==> config.mk <==
export PLATFORM = sky130hd
export DESIGN_NAME = tec_timer
export DESIGN_NICKNAME = d
export VERILOG_FILES = /design/src/tec_pkg.sv /design/src/tec_tick_if.sv /design/src/tec_channel.sv /design/src/tec_prescaler.sv /design/src/tec_timer.sv
export SDC_FILE = /design/constraint.sdc
export NUM_CORES = 1
export LEC_CHECK = 0
export ABC_AREA = 1
export BUFFER_PORTS_ARGS = -buffer_cell sky130_fd_sc_hd__clkbuf_2
export CORE_ASPECT_RATIO = 0.75
export CORE_MARGIN = 3
export CORE_UTILIZATION = 45
export CTS_CLUSTER_SIZE = 24
export DETAILED_ROUTE_END_ITERATION = 10
export MAX_ROUTING_LAYER = met4
export PLACE_DENSITY_LB_ADDON = 0.25
export SETUP_SLACK_MARGIN = 0.02
export SYNTH_ARGS = -nofsm -noshare
export SYNTH_HDL_FRONTEND = slang
export SYNTH_SLANG_ARGS = --single-unit
==> constraint.sdc <==
create_clock -name clock_in -period 4.9 [get_ports clock_in]
set_clock_uncertainty 0.15 [all_clocks]
set_input_delay 0 -clock clock_in [delete_from_list [all_inputs] [get_ports clock_in]]
set_output_delay 0 -clock clock_in [all_outputs]
set_load 0.02 [all_outputs]
==> src/tec_pkg.sv <==
/*
 * Package for the triple 8-bit timer/event counter: register addresses,
 * control field positions, reset values and prescaler tap indices.
 * Assumes a single 100 MHz system clock and byte-wide register access.
 */
package tec_pkg;

    localparam int unsigned  SYS_CLK_FREQ_HZ = 100_000_000;

    // register addresses
    localparam logic [15:0]  ADDR_CHAN0_COMPARE = 16'hff50;
    localparam logic [15:0]  ADDR_CHAN0_COUNT   = 16'hff51;
    localparam logic [15:0]  ADDR_CHAN0_CONTROL = 16'hff53;
    localparam logic [15:0]  ADDR_CHAN1_COMPARE = 16'hff54;
    localparam logic [15:0]  ADDR_CHAN1_COUNT   = 16'hff55;
    localparam logic [15:0]  ADDR_CHAN1_CONTROL = 16'hff57;
    localparam logic [15:0]  ADDR_CHAN2_COMPARE = 16'hff58;
    localparam logic [15:0]  ADDR_CHAN2_COUNT   = 16'hff59;
    localparam logic [15:0]  ADDR_CHAN2_CONTROL = 16'hff5b;

    // control field positions
    localparam int unsigned  CTRL_RUN_BIT      = 7;
    localparam int unsigned  CTRL_CLKSEL_HI    = 2;
    localparam int unsigned  CTRL_CLKSEL_LO    = 1;
    localparam int unsigned  CTRL_OUT_EN_BIT   = 0;

    // bits that hold state; all others read as zero
    localparam logic [7:0]   CTRL01_KEEP_MASK  = 8'h86;
    localparam logic [7:0]   CTRL2_KEEP_MASK   = 8'h87;

    localparam logic [7:0]   CTRL_RESET        = 8'h00;
    localparam logic [7:0]   COUNT_RESET       = 8'h00;
    localparam logic [9:0]   PRESCALE_RESET    = 10'h000;

    // prescaler tap indices: divide by 2**(3..10 as listed)
    localparam int unsigned  TAP_DIV8    = 0;
    localparam int unsigned  TAP_DIV16   = 1;
    localparam int unsigned  TAP_DIV64   = 2;
    localparam int unsigned  TAP_DIV128  = 3;
    localparam int unsigned  TAP_DIV256  = 4;
    localparam int unsigned  TAP_DIV512  = 5;
    localparam int unsigned  TAP_DIV1024 = 6;
    localparam int unsigned  TAP_COUNT   = 7;

    localparam logic [1:0]   CLKSEL_00 = 2'h0;
    localparam logic [1:0]   CLKSEL_01 = 2'h1;
    localparam logic [1:0]   CLKSEL_10 = 2'h2;
    localparam logic [1:0]   CLKSEL_11 = 2'h3;

    // merge a masked write into a control byte
    function automatic logic [7:0] tec_merge(input logic [7:0] old_val,
                                             input logic [7:0] wdata,
                                             input logic [7:0] wmask,
                                             input logic [7:0] keep);
        tec_merge = ((old_val & ~wmask) | (wdata & wmask)) & keep;
    endfunction

endpackage

==> src/tec_tick_if.sv <==
/*
 * Interface carrying the prescaler's one-cycle enable pulses.
 * Assumes producer and consumers share the system clock.
 */
`timescale 1ns/1ns
interface tec_tick_if;
    import tec_pkg::*;
    logic [TAP_COUNT-1:0] tick;
    modport src (output tick);
    modport snk (input  tick);
endinterface

==> src/tec_channel.sv <==
/*
 * One 8-bit count/compare channel. CHAN selects the clock table:
 * 0 and 1 may count event edges, 2 counts only prescaled clocks.
 * Assumes the event input is synchronous to the system clock.
 */
`timescale 1ns/1ns
module tec_channel
    import tec_pkg::*;
#(
    parameter int unsigned CHAN = 0
) (
    input  wire logic       clock_in,
    input  wire logic       nrst_in,
    tec_tick_if.snk         ticks,
    input  wire logic [7:0] ctrl_in,
    input  wire logic [7:0] compare_in,
    input  wire logic       event_in,
    output logic      [7:0] count_out,
    output logic            match_out
);
    logic       event_prev;
    logic       count_en;
    logic       run;
    logic [1:0] clksel;

    assign run    = ctrl_in[CTRL_RUN_BIT];
    assign clksel = ctrl_in[CTRL_CLKSEL_HI:CTRL_CLKSEL_LO];

    always_ff @(posedge clock_in) begin
        if (!nrst_in) begin
            event_prev <= 1'b0;
        end else begin
            event_prev <= event_in;
        end
    end

    always_comb begin
        count_en = 1'b0;
        if (CHAN == 0) begin
            unique case (clksel)
                CLKSEL_00: count_en = ticks.tick[TAP_DIV64];
                CLKSEL_01: count_en = ticks.tick[TAP_DIV512];
                CLKSEL_10: count_en = event_in & ~event_prev;
                CLKSEL_11: count_en = ~event_in & event_prev;
            endcase
        end else if (CHAN == 1) begin
            unique case (clksel)
                CLKSEL_00: count_en = ticks.tick[TAP_DIV16];
                CLKSEL_01: count_en = ticks.tick[TAP_DIV256];
                CLKSEL_10: count_en = event_in & ~event_prev;
                CLKSEL_11: count_en = ~event_in & event_prev;
            endcase
        end else begin
            unique case (clksel)
                CLKSEL_00: count_en = ticks.tick[TAP_DIV8];
                CLKSEL_01: count_en = ticks.tick[TAP_DIV128];
                CLKSEL_10: count_en = ticks.tick[TAP_DIV1024];
                CLKSEL_11: count_en = 1'b0;
            endcase
        end
    end

    always_ff @(posedge clock_in) begin
        if (!nrst_in) begin
            count_out <= COUNT_RESET;
            match_out <= 1'b0;
        end else if (!run) begin
            count_out <= COUNT_RESET;
            match_out <= 1'b0;
        end else if (count_en) begin
            if (count_out == compare_in) begin
                count_out <= COUNT_RESET;
                match_out <= 1'b1;
            end else begin
                count_out <= count_out + 8'h01;
                match_out <= 1'b0;
            end
        end else begin
            match_out <= 1'b0;
        end
    end
endmodule

==> src/tec_prescaler.sv <==
/*
 * Free-running prescaler giving one-cycle enable pulses at the system
 * clock divided by 8, 16, 64, 128, 256, 512 and 1024.
 * Assumes a synchronous active-low reset.
 */
`timescale 1ns/1ns
module tec_prescaler
    import tec_pkg::*;
(
    input  wire logic    clock_in,
    input  wire logic    nrst_in,
    tec_tick_if.src      ticks
);
    logic [9:0] div_cnt;

    always_ff @(posedge clock_in) begin
        if (!nrst_in) begin
            div_cnt <= PRESCALE_RESET;
        end else begin
            div_cnt <= div_cnt + 10'h001;
        end
    end

    // a tap fires when the low bits of the divider are all ones
    always_comb begin
        ticks.tick[TAP_DIV8]    = &div_cnt[2:0];
        ticks.tick[TAP_DIV16]   = &div_cnt[3:0];
        ticks.tick[TAP_DIV64]   = &div_cnt[5:0];
        ticks.tick[TAP_DIV128]  = &div_cnt[6:0];
        ticks.tick[TAP_DIV256]  = &div_cnt[7:0];
        ticks.tick[TAP_DIV512]  = &div_cnt[8:0];
        ticks.tick[TAP_DIV1024] = &div_cnt[9:0];
    end
endmodule

==> src/tec_timer.sv <==
/*
 * Top of the triple 8-bit timer/event counter: processor register port,
 * prescaler, three count/compare channels and the channel 2 wave pin.
 * Assumes all inputs are synchronous to clock_in and one access per cycle.
 */
`timescale 1ns/1ns
module tec_timer
    import tec_pkg::*;
(
    input  wire logic       clock_in,
    input  wire logic       nrst_in,
    input  wire logic [15:0] bus_addr_in,
    input  wire logic       bus_wr_in,
    input  wire logic [7:0] bus_wmask_in,
    input  wire logic [7:0] bus_wdata_in,
    input  wire logic       bus_rd_in,
    output logic      [7:0] bus_rdata_out,
    output logic            bus_hit_out,
    input  wire logic       chan0_event_in,
    input  wire logic       chan1_event_in,
    output logic      [2:0] chan_match_irq_out,
    output logic            chan2_wave_out
);
    logic [7:0] chan0_ctrl;
    logic [7:0] chan1_ctrl;
    logic [7:0] chan2_ctrl;
    logic [7:0] chan_compare_value [3];
    logic [7:0] chan_counter       [3];
    logic [2:0] chan_match;
    logic [7:0] next_rdata;
    logic       next_hit;

    tec_tick_if ticks ();

    tec_prescaler u_prescaler (
        .clock_in (clock_in),
        .nrst_in  (nrst_in),
        .ticks    (ticks.src)
    );

    // channel 0 and 1 accept event input, channel 2 does not
    tec_channel #(.CHAN(0)) u_chan0 (
        .clock_in   (clock_in),
        .nrst_in    (nrst_in),
        .ticks      (ticks.snk),
        .ctrl_in    (chan0_ctrl),
        .compare_in (chan_compare_value[0]),
        .event_in   (chan0_event_in),
        .count_out  (chan_counter[0]),
        .match_out  (chan_match[0])
    );

    tec_channel #(.CHAN(1)) u_chan1 (
        .clock_in   (clock_in),
        .nrst_in    (nrst_in),
        .ticks      (ticks.snk),
        .ctrl_in    (chan1_ctrl),
        .compare_in (chan_compare_value[1]),
        .event_in   (chan1_event_in),
        .count_out  (chan_counter[1]),
        .match_out  (chan_match[1])
    );

    tec_channel #(.CHAN(2)) u_chan2 (
        .clock_in   (clock_in),
        .nrst_in    (nrst_in),
        .ticks      (ticks.snk),
        .ctrl_in    (chan2_ctrl),
        .compare_in (chan_compare_value[2]),
        .event_in   (1'b0),
        .count_out  (chan_counter[2]),
        .match_out  (chan_match[2])
    );

    // control registers: masked writes give single-bit access
    always_ff @(posedge clock_in) begin
        if (!nrst_in) begin
            chan0_ctrl <= CTRL_RESET;
            chan1_ctrl <= CTRL_RESET;
            chan2_ctrl <= CTRL_RESET;
        end else if (bus_wr_in) begin
            if (bus_addr_in == ADDR_CHAN0_CONTROL) begin
                chan0_ctrl <= tec_merge(chan0_ctrl, bus_wdata_in, bus_wmask_in,
                                        CTRL01_KEEP_MASK);
            end
            if (bus_addr_in == ADDR_CHAN1_CONTROL) begin
                chan1_ctrl <= tec_merge(chan1_ctrl, bus_wdata_in, bus_wmask_in,
                                        CTRL01_KEEP_MASK);
            end
            if (bus_addr_in == ADDR_CHAN2_CONTROL) begin
                chan2_ctrl <= tec_merge(chan2_ctrl, bus_wdata_in, bus_wmask_in,
                                        CTRL2_KEEP_MASK);
            end
        end
    end

    // compare registers: whole-byte writes, no reset value
    always_ff @(posedge clock_in) begin
        if (bus_wr_in) begin
            if (bus_addr_in == ADDR_CHAN0_COMPARE) begin
                chan_compare_value[0] <= bus_wdata_in;
            end
            if (bus_addr_in == ADDR_CHAN1_COMPARE) begin
                chan_compare_value[1] <= bus_wdata_in;
            end
            if (bus_addr_in == ADDR_CHAN2_COMPARE) begin
                chan_compare_value[2] <= bus_wdata_in;
            end
        end
    end

    // read mux; counters are visible but never written
    always_comb begin
        next_rdata = 8'h00;
        next_hit   = 1'b1;
        unique case (bus_addr_in)
            ADDR_CHAN0_COMPARE: next_rdata = chan_compare_value[0];
            ADDR_CHAN0_COUNT:   next_rdata = chan_counter[0];
            ADDR_CHAN0_CONTROL: next_rdata = chan0_ctrl;
            ADDR_CHAN1_COMPARE: next_rdata = chan_compare_value[1];
            ADDR_CHAN1_COUNT:   next_rdata = chan_counter[1];
            ADDR_CHAN1_CONTROL: next_rdata = chan1_ctrl;
            ADDR_CHAN2_COMPARE: next_rdata = chan_compare_value[2];
            ADDR_CHAN2_COUNT:   next_rdata = chan_counter[2];
            ADDR_CHAN2_CONTROL: next_rdata = chan2_ctrl;
            default:            next_hit   = 1'b0;
        endcase
    end

    always_ff @(posedge clock_in) begin
        if (!nrst_in) begin
            bus_rdata_out <= 8'h00;
            bus_hit_out   <= 1'b0;
        end else if (bus_rd_in) begin
            bus_rdata_out <= next_rdata;
            bus_hit_out   <= next_hit;
        end else begin
            bus_hit_out   <= 1'b0;
        end
    end

    always_ff @(posedge clock_in) begin
        if (!nrst_in) begin
            chan_match_irq_out <= 3'h0;
        end else begin
            chan_match_irq_out <= chan_match;
        end
    end

    // square wave: half-period is one match interval
    always_ff @(posedge clock_in) begin
        if (!nrst_in) begin
            chan2_wave_out <= 1'b0;
        end else if (!chan2_ctrl[CTRL_OUT_EN_BIT]) begin
            chan2_wave_out <= 1'b0;
        end else if (chan_match[2]) begin
            chan2_wave_out <= ~chan2_wave_out;
        end
    end
endmodule

==> summary.txt <==
Run status
  – Outcome: finished, final reports clean

Floorplanning
  – Die Width: approximately 120 um
  – I/O pin count: 51
  – Starting utilization of the core area: 0.4779
  – Floorplan core area: slightly above 0.009 mm^2
  – Row Count: 30
  – Die boundary height: a little over 90 um
  – Die footprint: between 0.01 and 0.015 mm^2

Timing
  – FMAX: between 400 and 500 MHz
  – Final Hold Viols: 0
  – Period minus WS final: between 2000 and 2500 ps
  – Setup-failing EPs final: 0
  – Setup repair after global routing missed its margin: false
  – Fin. max-slew vios: 0
  – Fin Setup TNS: 0 ps
  – Headroom to the max-slew limit: 0.4663
  – Ratio of final minimum period to clock period: 0.4898
  – Transition time at the pin with the least slew margin: ~800 ps

Global routing
  – First-pass GRT wire length: 19.43 mm
  – Antenna violations before repair: 0
  – Overall track demand over capacity in global routing: 0.2288
  – Pin count of the biggest net entering global routing: 20
  – Via count of the first global-routing pass: 3937
  – Global route total overflow: 0

Synth
  – Synth area leader: sky130_fd_sc_hd__dfxtp_1
  – Synth Area in Compound Gates: 0.06583
  – Syn Inst Count: 600
  – Synth Net Count: about 640
  – Sequential cell area fraction in the yosys report: 0.4392
  – Share of the synthesized area in the top cell type: 0.2779
  – Most area-consuming cells after synthesis: sky130_fd_sc_hd__dfxtp_1 (28%), sky130_fd_sc_hd__edfxtp_1 (16%), sky130_fd_sc_hd__nand2_1 (13%)
  – Synth Flop Type: sky130_fd_sc_hd__dfxtp_1
  – Share of synthesized area spent on multiplexers: 0
  – Netlist area before placement: approximately 0.0045 mm^2
  – Post-Synth Adder-Cell Area: 0.01681
  – Combinational family with the most area after synthesis: simple AND/OR/NAND/NOR gates
  – Post-Syn Area per Cell: between 7 and 8 um^2
  – Number of synthesized flops with an enable pin: 24
  – Simple-Gate Fraction of Synth Area: 0.3563
  – Synth Register Bits: between 80 and 90
  – Proportion of register bits with asynchronous set or reset after synthesis: 0
  – Number of different library cells in the post-synthesis netlist: 39
  – Count of warnings emitted by yosys: 0
  – XOR/XNOR share of the synthesized area: 0.05686

Clocking
  – Number of gates given a new drive strength after cts: 0
  – Clock-pin slew on the worst setup and hold paths: ~70 ps
  – Buffer depth of the longest clock path: 2
  – CTS sink count: 86
  – TritonCTS Buffers: 9
  – TritonCTS clock tree: yes
  – Buffer count from post-CTS setup fixing: 0
  – Count of H-tree levels built during CTS: 3
  – Count of hold buffers inserted by post-cts repair: 17
  – CTS root buffer: sky130_fd_sc_hd__clkbuf_16
  – Clk_lat worst skew: 350 ps

Layout
  – Most frequent cells in the layout: sky130_fd_sc_hd__nand2_1 (157), sky130_fd_sc_hd__nand3_1 (77), sky130_fd_sc_hd__nor2_1 (64), sky130_fd_sc_hd__dfxtp_1 (62), sky130_fd_sc_hd__inv_1 (59)
  – Commonest non-fill, non-tap cell in the layout: sky130_fd_sc_hd__nand2_1
  – Layout area overhead: 17.59%
  – Fraction of layout cells with a size suffix above 1: 0.1418
  – Antenna Diode Count: 0
  – Net count of the finished layout: 709
  – Finished layout cell area: roughly 0.0053 mm^2

Worst setup path
  – CP peak stage delay: 350 ps
  – Worst path slowest cell: sky130_fd_sc_hd__dfxtp_1
  – Critical Path Source Type: flip-flop
  – Critical path start-end classification: reg -> reg
  – Signal arrival time at the worst endpoint: 2520 ps
  – Buffers & Inverters on Critical Path: 1
  – Cell-by-cell trace of the critical path: ha_1, nand3_2, nor2_4, nand2_2, nor2_4, ha_1, a21oi_1, nand2_1, nand2_1, inv_1, nand3_1, a21oi_1
  – Setup crit end kind: flip-flop
  – Data required time at the worst endpoint: around 5000 ps
  – Kind of cell adding the most delay to the critical path: simple AND/OR/NAND/NOR gates
  – Highest net fanout along the worst path: 12

Worst hold path
  – Min-Delay Path Class: in -> reg

Placed design
  – Area after detailed placement: 0.004803 mm^2
  – Post-detailed-placement half-perimeter wirelength: about 8.8 mm
  – Count of port buffers added during placement: between 40 and 50
  – Final weighted congestion in routability-driven placement: between 0.9 and 1

Detailed routing
  – Antenna-violating nets left: 0
  – Post-DR vias/cell: ~5.2
  – Detailed Route Iter0 Violations: 477
  – DRC violations left: 0
  – Total Wirelength: approximately 12 mm
  – Total via count after detailed routing: between 4000 and 5000
  – Detailed-router iteration count before antenna repair: 6
  – Wirelength per Cell: 14.87 um

Run
  – Max capacitance violation total: 0

Power and ir drop
  – Leak: about 2.2 nW
  – Maximum vdd ir drop: 195.7 uV
  – Total power per unit cell area: between 200 and 300 mW/mm^2
-- kinds of logic after synthesis --
family	count (synthesis)
simple gates	352
compound gates	56
flops	86
xor+xnor	29
buf+inv	71
fa+ha+maj	6
-- tightest hold or removal path: cells and delay by family --
kind / cells / cell delay, ps
buffers and inverters: 2 / 340
AND/OR/NAND/NOR: 1 / 140
-- metal layers --
metal,vias to the layer above,wire length (um),share of wire,global-route usage
li1,2082,-,-,-
met1,1928,5749,0.48,0.3196
met2,149,5018,0.42,0.3222
met3,20,880,0.074,0.06473
met4,0,216,0.018,0.06698
met5,-,0,0,-
-- worst paths after layout --
check	start	to	slack, ps	cells past startpoint
max reg2reg	u_prescaler.div_cnt[0]	u_chan0.count_out[4]	2500	12
min	nrst_in	u_chan1.event_prev	20	3
max	u_prescaler.div_cnt[0]	u_chan0.count_out[4]	2500	12
min reg2reg	u_chan0.match_out	chan_match_irq_out[0]	270	2
-- stage by stage --
stage                     power (mW)  worst slack (ps)  hold WS [ps]  std cells  utilization
after floorplan               0.7670              3012        -56.55        600            -
after global placement        0.7904              2572         50.34        765       0.5139
after detailed placement      0.7919              2509         60.67        765       0.5139
after CTS                      1.442              2474         27.82        798       0.5620
after global routing           1.480              2275         42.10        798       0.5620
final                          1.438              2500         18.71        798       0.5620
-- cells in the mapped netlist (2+ instances only) --
master,count
sky130_fd_sc_hd__a21oi_1,30
sky130_fd_sc_hd__nor2_1,64
sky130_fd_sc_hd__nand2_2,5
sky130_fd_sc_hd__a31oi_1,2
sky130_fd_sc_hd__or2_2,7
sky130_fd_sc_hd__nand4_1,4
sky130_fd_sc_hd__edfxtp_1,24
sky130_fd_sc_hd__o21ai_0,18
sky130_fd_sc_hd__o21ai_1,2
sky130_fd_sc_hd__xor2_1,17
sky130_fd_sc_hd__nor2_4,3
sky130_fd_sc_hd__nand2_1,157
sky130_fd_sc_hd__buf_2,3
sky130_fd_sc_hd__nor3_1,16
sky130_fd_sc_hd__nand3_1,77
sky130_fd_sc_hd__clkbuf_1,3
sky130_fd_sc_hd__nor2_2,8
sky130_fd_sc_hd__dfxtp_1,62
sky130_fd_sc_hd__xnor2_1,12
sky130_fd_sc_hd__buf_6,2
sky130_fd_sc_hd__inv_1,59
sky130_fd_sc_hd__nand3_2,3
sky130_fd_sc_hd__ha_1,6
-- cell type report --
type | instances | area (um^2)
fillers | 879 | 4094
repair buffers | 64 | 407.9
inverters | 61 | 229.0
well taps | 128 | 160.2
clock buffers | 9 | 225.2
flip-flops and latches | 86 | 1962
multi-input cells | 443 | 2215
clock inverters | 7 | 53.80
-- where the power goes --
part	internal, mW	switching, mW
combinational	0.0220	0.0300
clock	0.351	0.301
sequential	0.732	0.00182
total	1.11	0.333
Power figures use the tool's default switching activity.
